## src/rtl/lcd_drive_consts.svh

```systemverilog
// constants of the multiplexed lcd drive timing block
`ifndef LCD_DRIVE_CONSTS_SVH
`define LCD_DRIVE_CONSTS_SVH

// ----------------------------------------
// register offsets
// ----------------------------------------
`define OFS_CTRL 8'h00
`define OFS_STATUS 8'h04
`define OFS_RAM0 8'h08
`define RAM_WORDS 5

// ----------------------------------------
// control fields and reset values
// ----------------------------------------
`define CTRL_MODE_LSB 0
`define CTRL_BIAS_BIT 2
`define CTRL_EN_BIT 3
`define RST_MODE 2'h3
`define RST_BIAS_HALF 1'b1
`define RST_EN 1'b0

// ----------------------------------------
// timing and levels
// ----------------------------------------
`define FRAME_DIV 24
`define HALF_DIV 12
`define LVL_VSS 2'h0
`define LVL_LOW 2'h1
`define LVL_HIGH 2'h2
`define LVL_VLCD 2'h3

`endif

```

## src/rtl/lcd_drive_pkg.sv

```systemverilog
// types of the multiplexed lcd drive timing block
package lcd_drive_pkg;

	typedef enum logic [1:0] {
		MODE_STATIC = 2'h0,
		MODE_MUX2 = 2'h1,
		MODE_MUX3 = 2'h2,
		MODE_MUX4 = 2'h3
	} mode_type;

	// gray order along the phase walk
	typedef enum logic [1:0] {
		PH0 = 2'h0,
		PH1 = 2'h1,
		PH2 = 2'h3,
		PH3 = 2'h2
	} phase_type;

	typedef struct packed {
		logic [3:0][1:0] bp;
		logic [39:0][1:0] seg;
	} drive_type;

	typedef struct packed {
		mode_type mode;
		logic bias_half;
		logic enable;
	} config_type;

endpackage

```

## src/rtl/lcd_drive.sv

```systemverilog
// multiplexed lcd drive timing, latch and level selection with wishbone registers
`timescale 1ns/1ps
`include "lcd_drive_consts.svh"

module lcd_drive #(
	parameter int OSC_DIV = 10
) (
	input wire logic clk_i,
	input wire logic rst_i,
	input wire logic cyc_i,
	input wire logic stb_i,
	input wire logic we_i,
	input wire logic [7:0] adr_i,
	input wire logic [3:0] sel_i,
	input wire logic [31:0] dat_i,
	output logic [31:0] dat_o,
	output logic ack_o,
	input wire logic internal_clock_select_i,
	input wire logic clk_io_i,
	output logic clk_io_o,
	output logic clk_io_oe_n_o,
	input wire logic align_i,
	output logic align_o,
	output logic align_oe_n_o,
	output lcd_drive_pkg::drive_type drive_o
);

	// ----------------------------------------
	// elaboration checks
	// ----------------------------------------
	if (OSC_DIV < 2 || OSC_DIV % 2 != 0) begin : g_bad_div
		$error("OSC_DIV must be even and at least two");
	end

	// ----------------------------------------
	// functions
	// ----------------------------------------
	// backplane i fed by memory row; extra lines repeat active ones
	function automatic logic [1:0] bp_row(input logic [1:0] i, input lcd_drive_pkg::mode_type m);
		case (m)
			lcd_drive_pkg::MODE_STATIC: bp_row = 2'h0;
			lcd_drive_pkg::MODE_MUX2: bp_row = {1'b0, i[0]};
			lcd_drive_pkg::MODE_MUX3: bp_row = (i == 2'h3) ? 2'h1 : i;
			default: bp_row = i;
		endcase
	endfunction

	function automatic logic [1:0] bp_level(input logic sel, input logic pos, input logic half);
		if (sel)
			bp_level = pos ? `LVL_VLCD : `LVL_VSS;
		else if (half)
			bp_level = `LVL_LOW;
		else
			bp_level = pos ? `LVL_LOW : `LVL_HIGH;
	endfunction

	function automatic logic [1:0] seg_level(input logic on, input logic pos, input logic half);
		if (on)
			seg_level = pos ? `LVL_VSS : `LVL_VLCD;
		else if (half)
			seg_level = pos ? `LVL_VLCD : `LVL_VSS;
		else
			seg_level = pos ? `LVL_HIGH : `LVL_LOW;
	endfunction

	function automatic logic [3:0] phase_len(input lcd_drive_pkg::mode_type m);
		case (m)
			lcd_drive_pkg::MODE_STATIC: phase_len = 4'd12;
			lcd_drive_pkg::MODE_MUX2: phase_len = 4'd6;
			lcd_drive_pkg::MODE_MUX3: phase_len = 4'd4;
			default: phase_len = 4'd3;
		endcase
	endfunction

	// ----------------------------------------
	// registers
	// ----------------------------------------
	lcd_drive_pkg::config_type cfg;
	logic [39:0][3:0] ram;
	logic [39:0][3:0] latch;
	logic [4:0] cnt;
	logic [3:0] sub;
	lcd_drive_pkg::phase_type phase;
	logic tick;
	logic ext_sel;
	logic [5:0] wadr;
	logic req;

	assign wadr = adr_i[7:2];
	assign req = cyc_i & stb_i & ~ack_o;

	always_ff @(posedge clk_i) begin
		if (rst_i) begin
			cfg.mode <= lcd_drive_pkg::mode_type'(`RST_MODE);
			cfg.bias_half <= `RST_BIAS_HALF;
			cfg.enable <= `RST_EN;
		end else if (req && we_i && adr_i == `OFS_CTRL && sel_i[0]) begin
			cfg.mode <= lcd_drive_pkg::mode_type'(dat_i[`CTRL_MODE_LSB +: 2]);
			cfg.bias_half <= dat_i[`CTRL_BIAS_BIT];
			cfg.enable <= dat_i[`CTRL_EN_BIT];
		end
	end

	// each byte lane carries two columns of four rows
	always_ff @(posedge clk_i) begin
		if (rst_i) begin
			ram <= '0;
		end else if (req && we_i && wadr >= 6'(`OFS_RAM0 >> 2)) begin
			for (int w = 0; w < `RAM_WORDS; w++) begin
				for (int b = 0; b < 4; b++) begin
					if (wadr == 6'((`OFS_RAM0 >> 2) + w) && sel_i[b]) begin
						ram[8 * w + 2 * b] <= dat_i[8 * b +: 4];
						ram[8 * w + 2 * b + 1] <= dat_i[8 * b + 4 +: 4];
					end
				end
			end
		end
	end

	// unmapped reads answer zero, writes there are dropped
	always_ff @(posedge clk_i) begin
		if (rst_i) begin
			ack_o <= 1'b0;
			dat_o <= '0;
		end else begin
			ack_o <= req;
			dat_o <= '0;
			if (req && !we_i) begin
				if (adr_i == `OFS_CTRL)
					dat_o <= {28'h0, cfg.enable, cfg.bias_half, cfg.mode};
				else if (adr_i == `OFS_STATUS)
					dat_o <= {20'h0, ext_sel, phase, sub, cnt};
				else
					for (int w = 0; w < `RAM_WORDS; w++)
						if (wadr == 6'((`OFS_RAM0 >> 2) + w))
							dat_o <= ram[8 * w +: 8];
			end
		end
	end

	// ----------------------------------------
	// clock source
	// ----------------------------------------
	logic [1:0] sel_sync;
	logic [2:0] clk_sync;
	logic [1:0] align_sync;
	logic [$clog2(OSC_DIV) - 1:0] osc_cnt;
	logic osc_tick;

	always_ff @(posedge clk_i) begin
		if (rst_i) begin
			sel_sync <= '0;
			clk_sync <= '0;
			align_sync <= 2'h3;
		end else begin
			sel_sync <= {sel_sync[0], internal_clock_select_i};
			clk_sync <= {clk_sync[1:0], clk_io_i};
			align_sync <= {align_sync[0], align_i};
		end
	end

	assign ext_sel = sel_sync[1];

	// internal oscillator stands in as a divider of clk_i
	always_ff @(posedge clk_i) begin
		if (rst_i) begin
			osc_cnt <= '0;
			clk_io_o <= 1'b0;
		end else if (osc_cnt == ($clog2(OSC_DIV))'(OSC_DIV / 2 - 1)) begin
			osc_cnt <= '0;
			clk_io_o <= ~clk_io_o;
		end else begin
			osc_cnt <= osc_cnt + 1'b1;
		end
	end

	assign osc_tick = (osc_cnt == ($clog2(OSC_DIV))'(OSC_DIV / 2 - 1)) && !clk_io_o;
	// tick on the rising edge of whichever clock is active
	assign tick = ext_sel ? (clk_sync[1] & ~clk_sync[2]) : osc_tick;
	assign clk_io_oe_n_o = ext_sel;

	// ----------------------------------------
	// frame timing
	// ----------------------------------------
	logic align_low;
	logic frame_end;

	// a neighbour pulling the line while we sit elsewhere drags us to its frame start
	assign align_low = ~align_sync[1] && cnt != 5'd0;
	assign frame_end = tick && !align_low && cnt == 5'(`FRAME_DIV - 1);
	assign align_o = 1'b0;
	assign align_oe_n_o = (cnt != 5'd0);

	always_ff @(posedge clk_i) begin
		if (rst_i) begin
			cnt <= '0;
			sub <= '0;
			phase <= lcd_drive_pkg::PH0;
		end else if (tick) begin
			if (align_low) begin
				cnt <= 5'd1;
				sub <= 4'd1;
				phase <= lcd_drive_pkg::PH0;
			end else if (frame_end || cnt == 5'(`HALF_DIV - 1)) begin
				cnt <= frame_end ? 5'd0 : cnt + 1'b1;
				sub <= '0;
				phase <= lcd_drive_pkg::PH0;
			end else if (sub >= phase_len(cfg.mode) - 1'b1) begin
				cnt <= cnt + 1'b1;
				sub <= '0;
				case (phase)
					lcd_drive_pkg::PH0: phase <= lcd_drive_pkg::PH1;
					lcd_drive_pkg::PH1: phase <= lcd_drive_pkg::PH2;
					lcd_drive_pkg::PH2: phase <= lcd_drive_pkg::PH3;
					default: phase <= lcd_drive_pkg::PH0;
				endcase
			end else begin
				cnt <= cnt + 1'b1;
				sub <= sub + 1'b1;
			end
		end
	end

	// copying only at the frame edge keeps both polarities of a frame on one image
	always_ff @(posedge clk_i) begin
		if (rst_i)
			latch <= '0;
		else if (frame_end || (tick && align_low))
			latch <= ram;
	end

	// ----------------------------------------
	// level selection
	// ----------------------------------------
	lcd_drive_pkg::drive_type next_drive;
	logic [1:0] row;
	logic pos;
	logic half;

	always_comb begin
		case (phase)
			lcd_drive_pkg::PH0: row = 2'h0;
			lcd_drive_pkg::PH1: row = 2'h1;
			lcd_drive_pkg::PH2: row = 2'h2;
			default: row = 2'h3;
		endcase
	end

	assign pos = (cnt < 5'(`HALF_DIV));
	assign half = cfg.bias_half || cfg.mode == lcd_drive_pkg::MODE_STATIC;

	always_comb begin
		next_drive = '1;
		if (cfg.enable) begin
			for (int i = 0; i < 4; i++)
				next_drive.bp[i] = bp_level(bp_row(2'(i), cfg.mode) == row, pos, half);
			for (int c = 0; c < 40; c++)
				next_drive.seg[c] = seg_level(latch[c][row], pos, half);
		end
	end

	always_ff @(posedge clk_i) begin
		if (rst_i)
			drive_o <= '1;
		else
			drive_o <= next_drive;
	end
endmodule // lcd_drive

```

## config.mk

```make
export PLATFORM = sky130hd
export DESIGN_NAME = lcd_drive
export DESIGN_NICKNAME = d
export VERILOG_FILES = /design/src/rtl/lcd_drive_pkg.sv /design/src/rtl/lcd_drive.sv
export VERILOG_INCLUDE_DIRS = /design/src /design/src/rtl
export SDC_FILE = /design/constraint.sdc
export NUM_CORES = 1
export LEC_CHECK = 0
export ABC_AREA = 0
export BUFFER_PORTS_ARGS = -buffer_cell sky130_fd_sc_hd__buf_2
export CAP_MARGIN = 20
export CELL_PAD_IN_SITES_DETAIL_PLACEMENT = 0
export CELL_PAD_IN_SITES_GLOBAL_PLACEMENT = 1
export CORE_UTILIZATION = 40
export DETAILED_ROUTE_END_ITERATION = 16
export PLACE_DENSITY = 0.84
export SYNTH_ARGS = -nofsm -noshare
export SYNTH_HDL_FRONTEND = slang
export SYNTH_SLANG_ARGS = --single-unit
```

## constraint.sdc

```tcl
create_clock -name clk_i -period 2.2 [get_ports clk_i]
set_clock_uncertainty 0.15 [all_clocks]
set_input_delay 0.66 -clock clk_i [delete_from_list [all_inputs] [get_ports clk_i]]
set_output_delay 0.66 -clock clk_i [all_outputs]
set_load 0.05 [all_outputs]
```

==> results of run 1 <==
-- placed cells by master, fill, tap and decap left out, drive strengths merged, types with 3 or more instances in the layout --
cell type and instances:
mux2 42, and2 8, a31oi 7, nand3 159, dfxtp 468, nor3 12
buf 356, nor4b 3, nand3b 9, clkbuf 75, o32ai 3, mux4 40
o21ai 43, nor2b 11, o221ai 3, a22o 4, a21oi 363, a221o 20
nand2b 6, nor2 30, inv 14, nand4b 3, bufinv 8, clkinv 8
ha 15, a22oi 31, and3 5, a221oi 5, a211oi 6, xnor2 42
nand2 611
-- routing by layer --
metal	up-vias	part of all wire [%]	GRT usage (%)
li1	7940	-	-
met1	8100	41	29.2
met2	547	50	42.2
met3	139	5.3	3.13
met4	4	3.6	9.32
met5	-	0.049	0
-- final cells by class --
cell class                      instances  area, sq um  share of cell area (%)
Clock buffer                           70         1510                    6.29
Clock inverter                         20          313                    1.30
Tap cell                              600          751                    3.12
Sequential cell                       468         9400                    39.1
Timing Repair Buffer                  361         3070                    12.8
Inverter                               12         50.0                   0.208
Multi-Input combinational cell       1512         8930                    37.2
-- sequential cells by signal (all words and copies together) (netlist names) --
register / count
ack_o: 1
align_sync: 2
cfg: 4
clk_io_o: 1
clk_sync: 3
cnt: 5
dat_o: 32
drive_o: 88
latch: 160
osc_cnt: 4
phase: 2
ram: 160
sel_sync: 2
sub: 4
-- cells by family (layout without fill, tap and decap cells) --
| logic type | Yosys count | count (layout) | synth area share (%) |
|---|---|---|---|
| AO/OA/AOI/OAI | 501 | 501 | 15.2 |
| XOR/XNOR | 44 | 44 | 2.06 |
| adder cells (fa/ha/maj) | 15 | 15 | 1.00 |
| buffers and inverters | 185 | 463 | 4.57 |
| flip-flops | 468 | 468 | 50.0 |
| multiplexers | 82 | 82 | 7.33 |
| other | 1 | 1 | 0.0200 |
| AND/OR/NAND/NOR | 869 | 869 | 19.8 |
-- worst max path at each step --
stage	endpoint	depth (start not counted)
2_1_floorplan	drive_o[0]	7
3_3_place_gp	dat_o[6]	9
3_5_place_dp	dat_o[6]	9
4_1_cts	align_oe_n_o	5
5_1_grt	align_oe_n_o	5
6_report	align_oe_n_o	5
-- power breakdown --
| group | total, mW | internal, mW | switching (mW) |
|---|---|---|---|
| logic | 0.618 | 0.231 | 0.388 |
| registers | 8.51 | 8.49 | 0.0236 |
| clock network | 9.29 | 5.71 | 3.57 |
| total | 18.4 | 14.4 | 3.99 |
-- repair_timing --
action	CTS	global route
gates cloned	7	8
resized for setup	61	85
endpoints found under the hold margin	0	0
pin swaps	10	16
endpoints found under the setup margin	57	214
buffers inserted	21	17
hold buffers	0	0
==> metrics.md, run 1 <==
| Metric | Value |
|---|---|
| LEAKAGE | `8.49 nW` |
| Max-Cap Viols | `0` |
| Dpl hpwl | `39400 um` |
| Crit path largest cell delay | `0.34 ns` |
| Post-synth top area share | `50.0%` |
| Largest net degree at the start of global routing | `85` |
| Initial antenna violation count | `2` |
| CTS tree | `done` |
| Cell family with most CP delay | `flip-flops` |
| DIE HEIGHT | `218 um` |
| Final nets | `2474` |
| Row Count | `78` |
| Synth cell count leaders | `nand2_1, dfxtp_1, a21oi_1` |
| Min Tclk post-route | `2.41 ns` |
| Worst-case clock buffer depth | `3` |
| Root buffer cell | `clkbuf_16` |
| Yosys reg bits | `468` |
| Maximum vdd drop | `0.548 mV` |
| Layout area overhead | `28.2%` |
| Worst setup SP type | `flip-flop` |
| Reg2Reg Capture Point | `drive_o[50]` |
| Required time of the critical path | `1.39 ns` |
| CTS HTree Levels | `2` |
| Synthesized area per cell | `8.66 sq um` |
| Critical Path, Cell by Cell | `inv_2 > ha_4 > nor4b_4 > inv_1 > buf_6` |
| Core area | `45800 sq um` |
| Final Cycle Share | `109%` |
| Top Ports | `177` |
| Routed len/inst | `19.6 um` |
| Post-Place Setup Slack | `-0.405 ns` |
| Async S/R FF share, synth | `0%` |
| Startpoint of the worst hold path | `align_i` |
| DRT iter0 DRCs | `1304` |
| Worst-path clk slew | `0.06 ns` |
| Total chip power | `18.4 mW` |
| DP Area | `21000 sq um` |
| Slack of the critical path | `-0.207 ns` |
| Setup violations, final | `13` |
| Hold Path Cell Cnt | `2` |
| CP Data Arrival Time | `1.60 ns` |
| Worst Hold End | `align_sync[0]` |
| Vias after detailed routing | `16700` |
| Placed cells | `2904` |
| Actual slew at the worst max-slew pin | `0.549 ns` |
| Die Area | `47700 sq um` |
| Post-synth EDFFs | `0` |
| # diodes | `0` |
| Crit path max-delay cell type | `dfxtp_4` |
| Non-filler instance count after layout | `3043` |
| Sum of negative setup slack | `-0.418 ns` |
| Final hold slack | `0.0936 ns` |
| Post-route DRC | `0` |
| WS Path Type | `reg2out` |
| Fin util | `52.5%` |
| Failing checks | `setup timing` |
| Vias per cell | `5.50` |
| Syn nets | `2232` |
| Final Instance Area | `24000 sq um` |
| Critical R2R Launch | `phase[0]` |
| Starting Density | `40.9%` |
| Die width | `218 um` |
| R2r setup slk | `-0.04 ns` |
| Main synth FF type | `dfxtp_1` |
| Top post-synthesis cells by area | `dfxtp_1, nand2_1, a21oi_1, mux4_2, nand3_1` |
| RePlAce Congestion | `0.914` |
| CTS Buf Count | `52` |
| Post-DRT Antenna Nets | `0` |
| CP startpoint | `cnt[1]` |
| Hold Crit Class | `in2reg` |
| # clock sinks | `468` |
| Crit path buffers/inverters | `3` |
| Slew Viols, Final | `0` |
| Rel. slew slack | `63.3%` |
| Synth Cell Area | `18700 sq um` |
| Status | `complete, but fails checks` |
| First-pass GRT wire length | `88600 um` |
| Top-count cell post-synth | `nand2_1` |
| YS warnings | `0` |
| DR pass1 iterations | `7` |
| Filler cells | `4197` |
| Drt total wl | `59600 um` |
| I/O Buffers | `175` |
| Share of post-route cells with drive strength above 1 | `25.4%` |
| RSZ-0062 raised after global routing | `yes` |
| Crit. End Element | `primary output` |
| Fin. Hold Viols | `0` |
| Critical-path maximum fanout | `2` |
| Vias in the first global route | `16200` |
| Worst Reg-to-Reg Cells | `8` |
| Dominant cell type by area after synthesis | `dfxtp_1` |
| Mapped Cells | `2165` |
| Skew-Pair Late Insertion Delay | `0.60 ns` |
| Max Freq | `415 MHz` |
| Sequential share of the synthesized area | `50.0%` |
| Count of different cell masters after synthesis | `66` |
| GRT Total Usage | `23.9%` |
| Grt ovf | `0` |
| Power Dens Cells | `767 nW/um^2` |
No activity file was read; power rests on OpenSTA's default activity.
==> inputs of run 2 (changes only) <==
--- a/config.mk
+++ b/config.mk
@@ -14,4 +14,5 @@
 export CORE_UTILIZATION = 40
 export DETAILED_ROUTE_END_ITERATION = 16
+export GPL_ROUTABILITY_DRIVEN = 0
 export PLACE_DENSITY = 0.84
 export SYNTH_ARGS = -nofsm -noshare
==> constraint.sdc (replaced) <==
create_clock -name clk_i -period 2.2 [get_ports clk_i]
set_clock_uncertainty 0.15 [all_clocks]
set_input_delay 0.33 -clock clk_i [delete_from_list [all_inputs] [get_ports clk_i]]
set_output_delay 0.33 -clock clk_i [all_outputs]
set_load 0.05 [all_outputs]
==> run 2 against run 1 <==
Net effect: the run now ends clean; via count fell by 2.0%; count of clock-buffer cells in the layout rose by 7; final cell count barely moved; critical path depth rose by 2; worst hold slack got worse by 0.056 ns; clock power fell by 2.9%; die area did not move; non-clock buffer count did not move; first-iteration DRC count rose by 6.1%; fmax rose by 9.9%; sequential share of layout area rose by 0.68 points; register-to-register slack improved by 0.05 ns; critical path type is now reg2reg; largest power group unchanged.
==> metrics.md, run 2 (synthesized netlist as in run 1, its figures left out) <==
| Metric | Value |
|---|---|
| Status | `complete, no violations` |
| Post-DRT Antenna Nets | `0` |
| Initial antenna violation count | `0` |
| Total chip power | `18.1 mW` |
| CTS Buf Count | `51` |
| Met1 wire length | `23700 um` |
| Critical R2R Launch | `phase[0]` |
| Final hold slack | `0.0374 ns` |
| Crit path largest cell delay | `0.60 ns` |
| Post-route DRC | `0` |
| Power Dens Cells | `769 nW/um^2` |
| Vias in the first global route | `15900` |
| Vias after detailed routing | `16400` |
| Row Count | `78` |
| Skew-Pair Late Insertion Delay | `0.59 ns` |
| Grt ovf | `0` |
| WP depth | `7` |
| Min Tclk post-route | `2.19 ns` |
| # diodes | `0` |
| R2r setup slk | `0.009 ns` |
| LEAKAGE | `8.27 nW` |
| Hold Crit Class | `in2reg` |
| Die width | `218 um` |
| DIE HEIGHT | `218 um` |
| CTS tree | `done` |
| Setup violations, final | `0` |
| Core area | `45800 sq um` |
| Max Freq | `456 MHz` |
| Most frequent cells in the layout | `nand2_1, dfxtp_1, a21oi_1` |
| Switching share of total power | `21.6%` |
| Startpoint of the worst hold path | `we_i` |
| Critical-path maximum fanout | `6` |
| CP startpoint | `phase[0]` |
| Required time of the critical path | `2.57 ns` |
| Fin. Hold Viols | `0` |
| Layout area overhead | `25.9%` |
| Starting Density | `40.9%` |
| Rel. slew slack | `37.6%` |
| Hold Path Cell Cnt | `4` |
| DR top layer | `met4` |
| Worst setup SP type | `flip-flop` |
| Psw | `3.91 mW` |
| DRT iter0 DRCs | `1383` |
| DR pass1 iterations | `5` |
| Crit. End Element | `flip-flop` |
| GRT Total Usage | `22.8%` |
| CTS HTree Levels | `2` |
| Crit path max-delay cell type | `mux4_2` |
| WS Path Type | `reg2reg` |
| Clock power share | `49.8%` |
| Largest net degree at the start of global routing | `202` |
| Final nets | `2474` |
| I/O Buffers | `175` |
| Met3 Routed Length | `3220 um` |
| Die Area | `47700 sq um` |
| Critical Path, Cell by Cell | `inv_4 > ha_4 > buf_4 > buf_12 > mux4_2 > mux2_4 > nand2_2` |
| RSZ-0062 raised after global routing | `yes` |
| Root buffer cell | `clkbuf_16` |
| Share of post-route cells with drive strength above 1 | `22.0%` |
| First-pass GRT wire length | `85200 um` |
| Int Pwr | `14.2 mW` |
| Regs by FF count | `latch (160), ram (160), drive_o (88)` |
| Worst Reg-to-Reg Cells | `7` |
| Routed len/inst | `18.6 um` |
| Top Ports | `177` |
| # clock sinks | `468` |
| Crit path buffers/inverters | `3` |
| Combinational Power Share | `3.3%` |
| Dpl hpwl | `38400 um` |
| Vias per cell | `5.39` |
| Met2 WL | `28000 um` |
| Worst-case clock buffer depth | `3` |
| Drt total wl | `56500 um` |
| Worst-path clk slew | `0.06 ns` |
| Seq pwr share | `46.9%` |
| Final Cycle Share | `99.6%` |
| CP Data Arrival Time | `2.56 ns` |
| Cell family with most CP delay | `multiplexers` |
| Maximum vdd drop | `0.605 mV` |
| Max-Cap Viols | `0` |
| Commonest non-fill, non-tap cell in the layout | `nand2_1` |
| Slew Viols, Final | `0` |
| Actual slew at the worst max-slew pin | `0.936 ns` |
==> run 2: cell count changes in the layout (fill, tap and decap cells not counted), sizes merged <==
| cell | change |
|---|---|
| clkinv | -1 |
| o211a | +1 |
| buf | -39 |
| clkbuf | +8 |
| dlygate4sd3 | +38 |
| inv | -1 |
| clkinvlp | -1 |
| bufinv | -2 |
==> run 2: cell type report <==
cell class / count / area (sq um)
multi-input combinational: 1513 / 8720
fill: 4195 / 22200
tap: 600 / 751
clock inverter: 15 / 235
timing repair buffer: 361 / 2910
inverter: 12 / 52.6
sequential: 468 / 9390
clock buffer: 77 / 1540
==> run 2: path summary, 6_finish.rpt <==
path                                 endpoint
worst min-delay path                 dat_o[0]
worst min register to register  align_sync[1]
worst max register to register    drive_o[16]
worst max-delay path              drive_o[16]
==> run 2: worst reg2reg max path: cells and delay by family (launching register included) <==
family	cells	cell delay (ns)
muxes	2	0.95
DFF	1	0.36
buffers and inverters	3	0.32
adders and majority gates	1	0.29
and+or+nand+nor	1	0.06
==> run 2: timing repair <==
item                                    in CTS  in global routing
buffers inserted                             0                 19
gates resized for setup                     17                 48
pin swaps                                    1                 11
hold buffers                                38                  0
cloned                                       1                  7
endpoints found under the setup margin      33                171
endpoints found under the hold margin      172                  0
==> run 2: metrics by stage <==
stage	util (%)	instances	setup slack [ns]	cell area [sq um]	setup TNS, ns
2_1_floorplan	-	2165	-0.0437	18800	-0.874
3_3_place_gp	45.6	2890	-0.162	20900	-4.80
3_5_place_dp	45.6	2890	-0.142	20900	-8.88
4_1_cts	50.5	3020	-0.0118	23100	-0.0231
5_1_grt	51.6	3046	-0.0650	23600	-3.23
6_report	51.6	3046	0.00879	23600	0
==> run 2: power by group through the flow <==
stage	clock (mW)	combinational, mW	sequential, mW
after floorplan	0	0.260	8.71
after global placement	0	0.500	8.70
after detailed placement	0	0.508	8.70
after CTS	9.17	0.570	8.51
after global routing	9.52	0.646	8.51
final	9.02	0.602	8.51
==> run 2: per-layer routing <==
metal	up-vias	GRT usage (%)
met4	0	6.67
li1	7930	-
met2	484	40.3
met5	-	0
met1	7895	28.2
met3	94	3.56
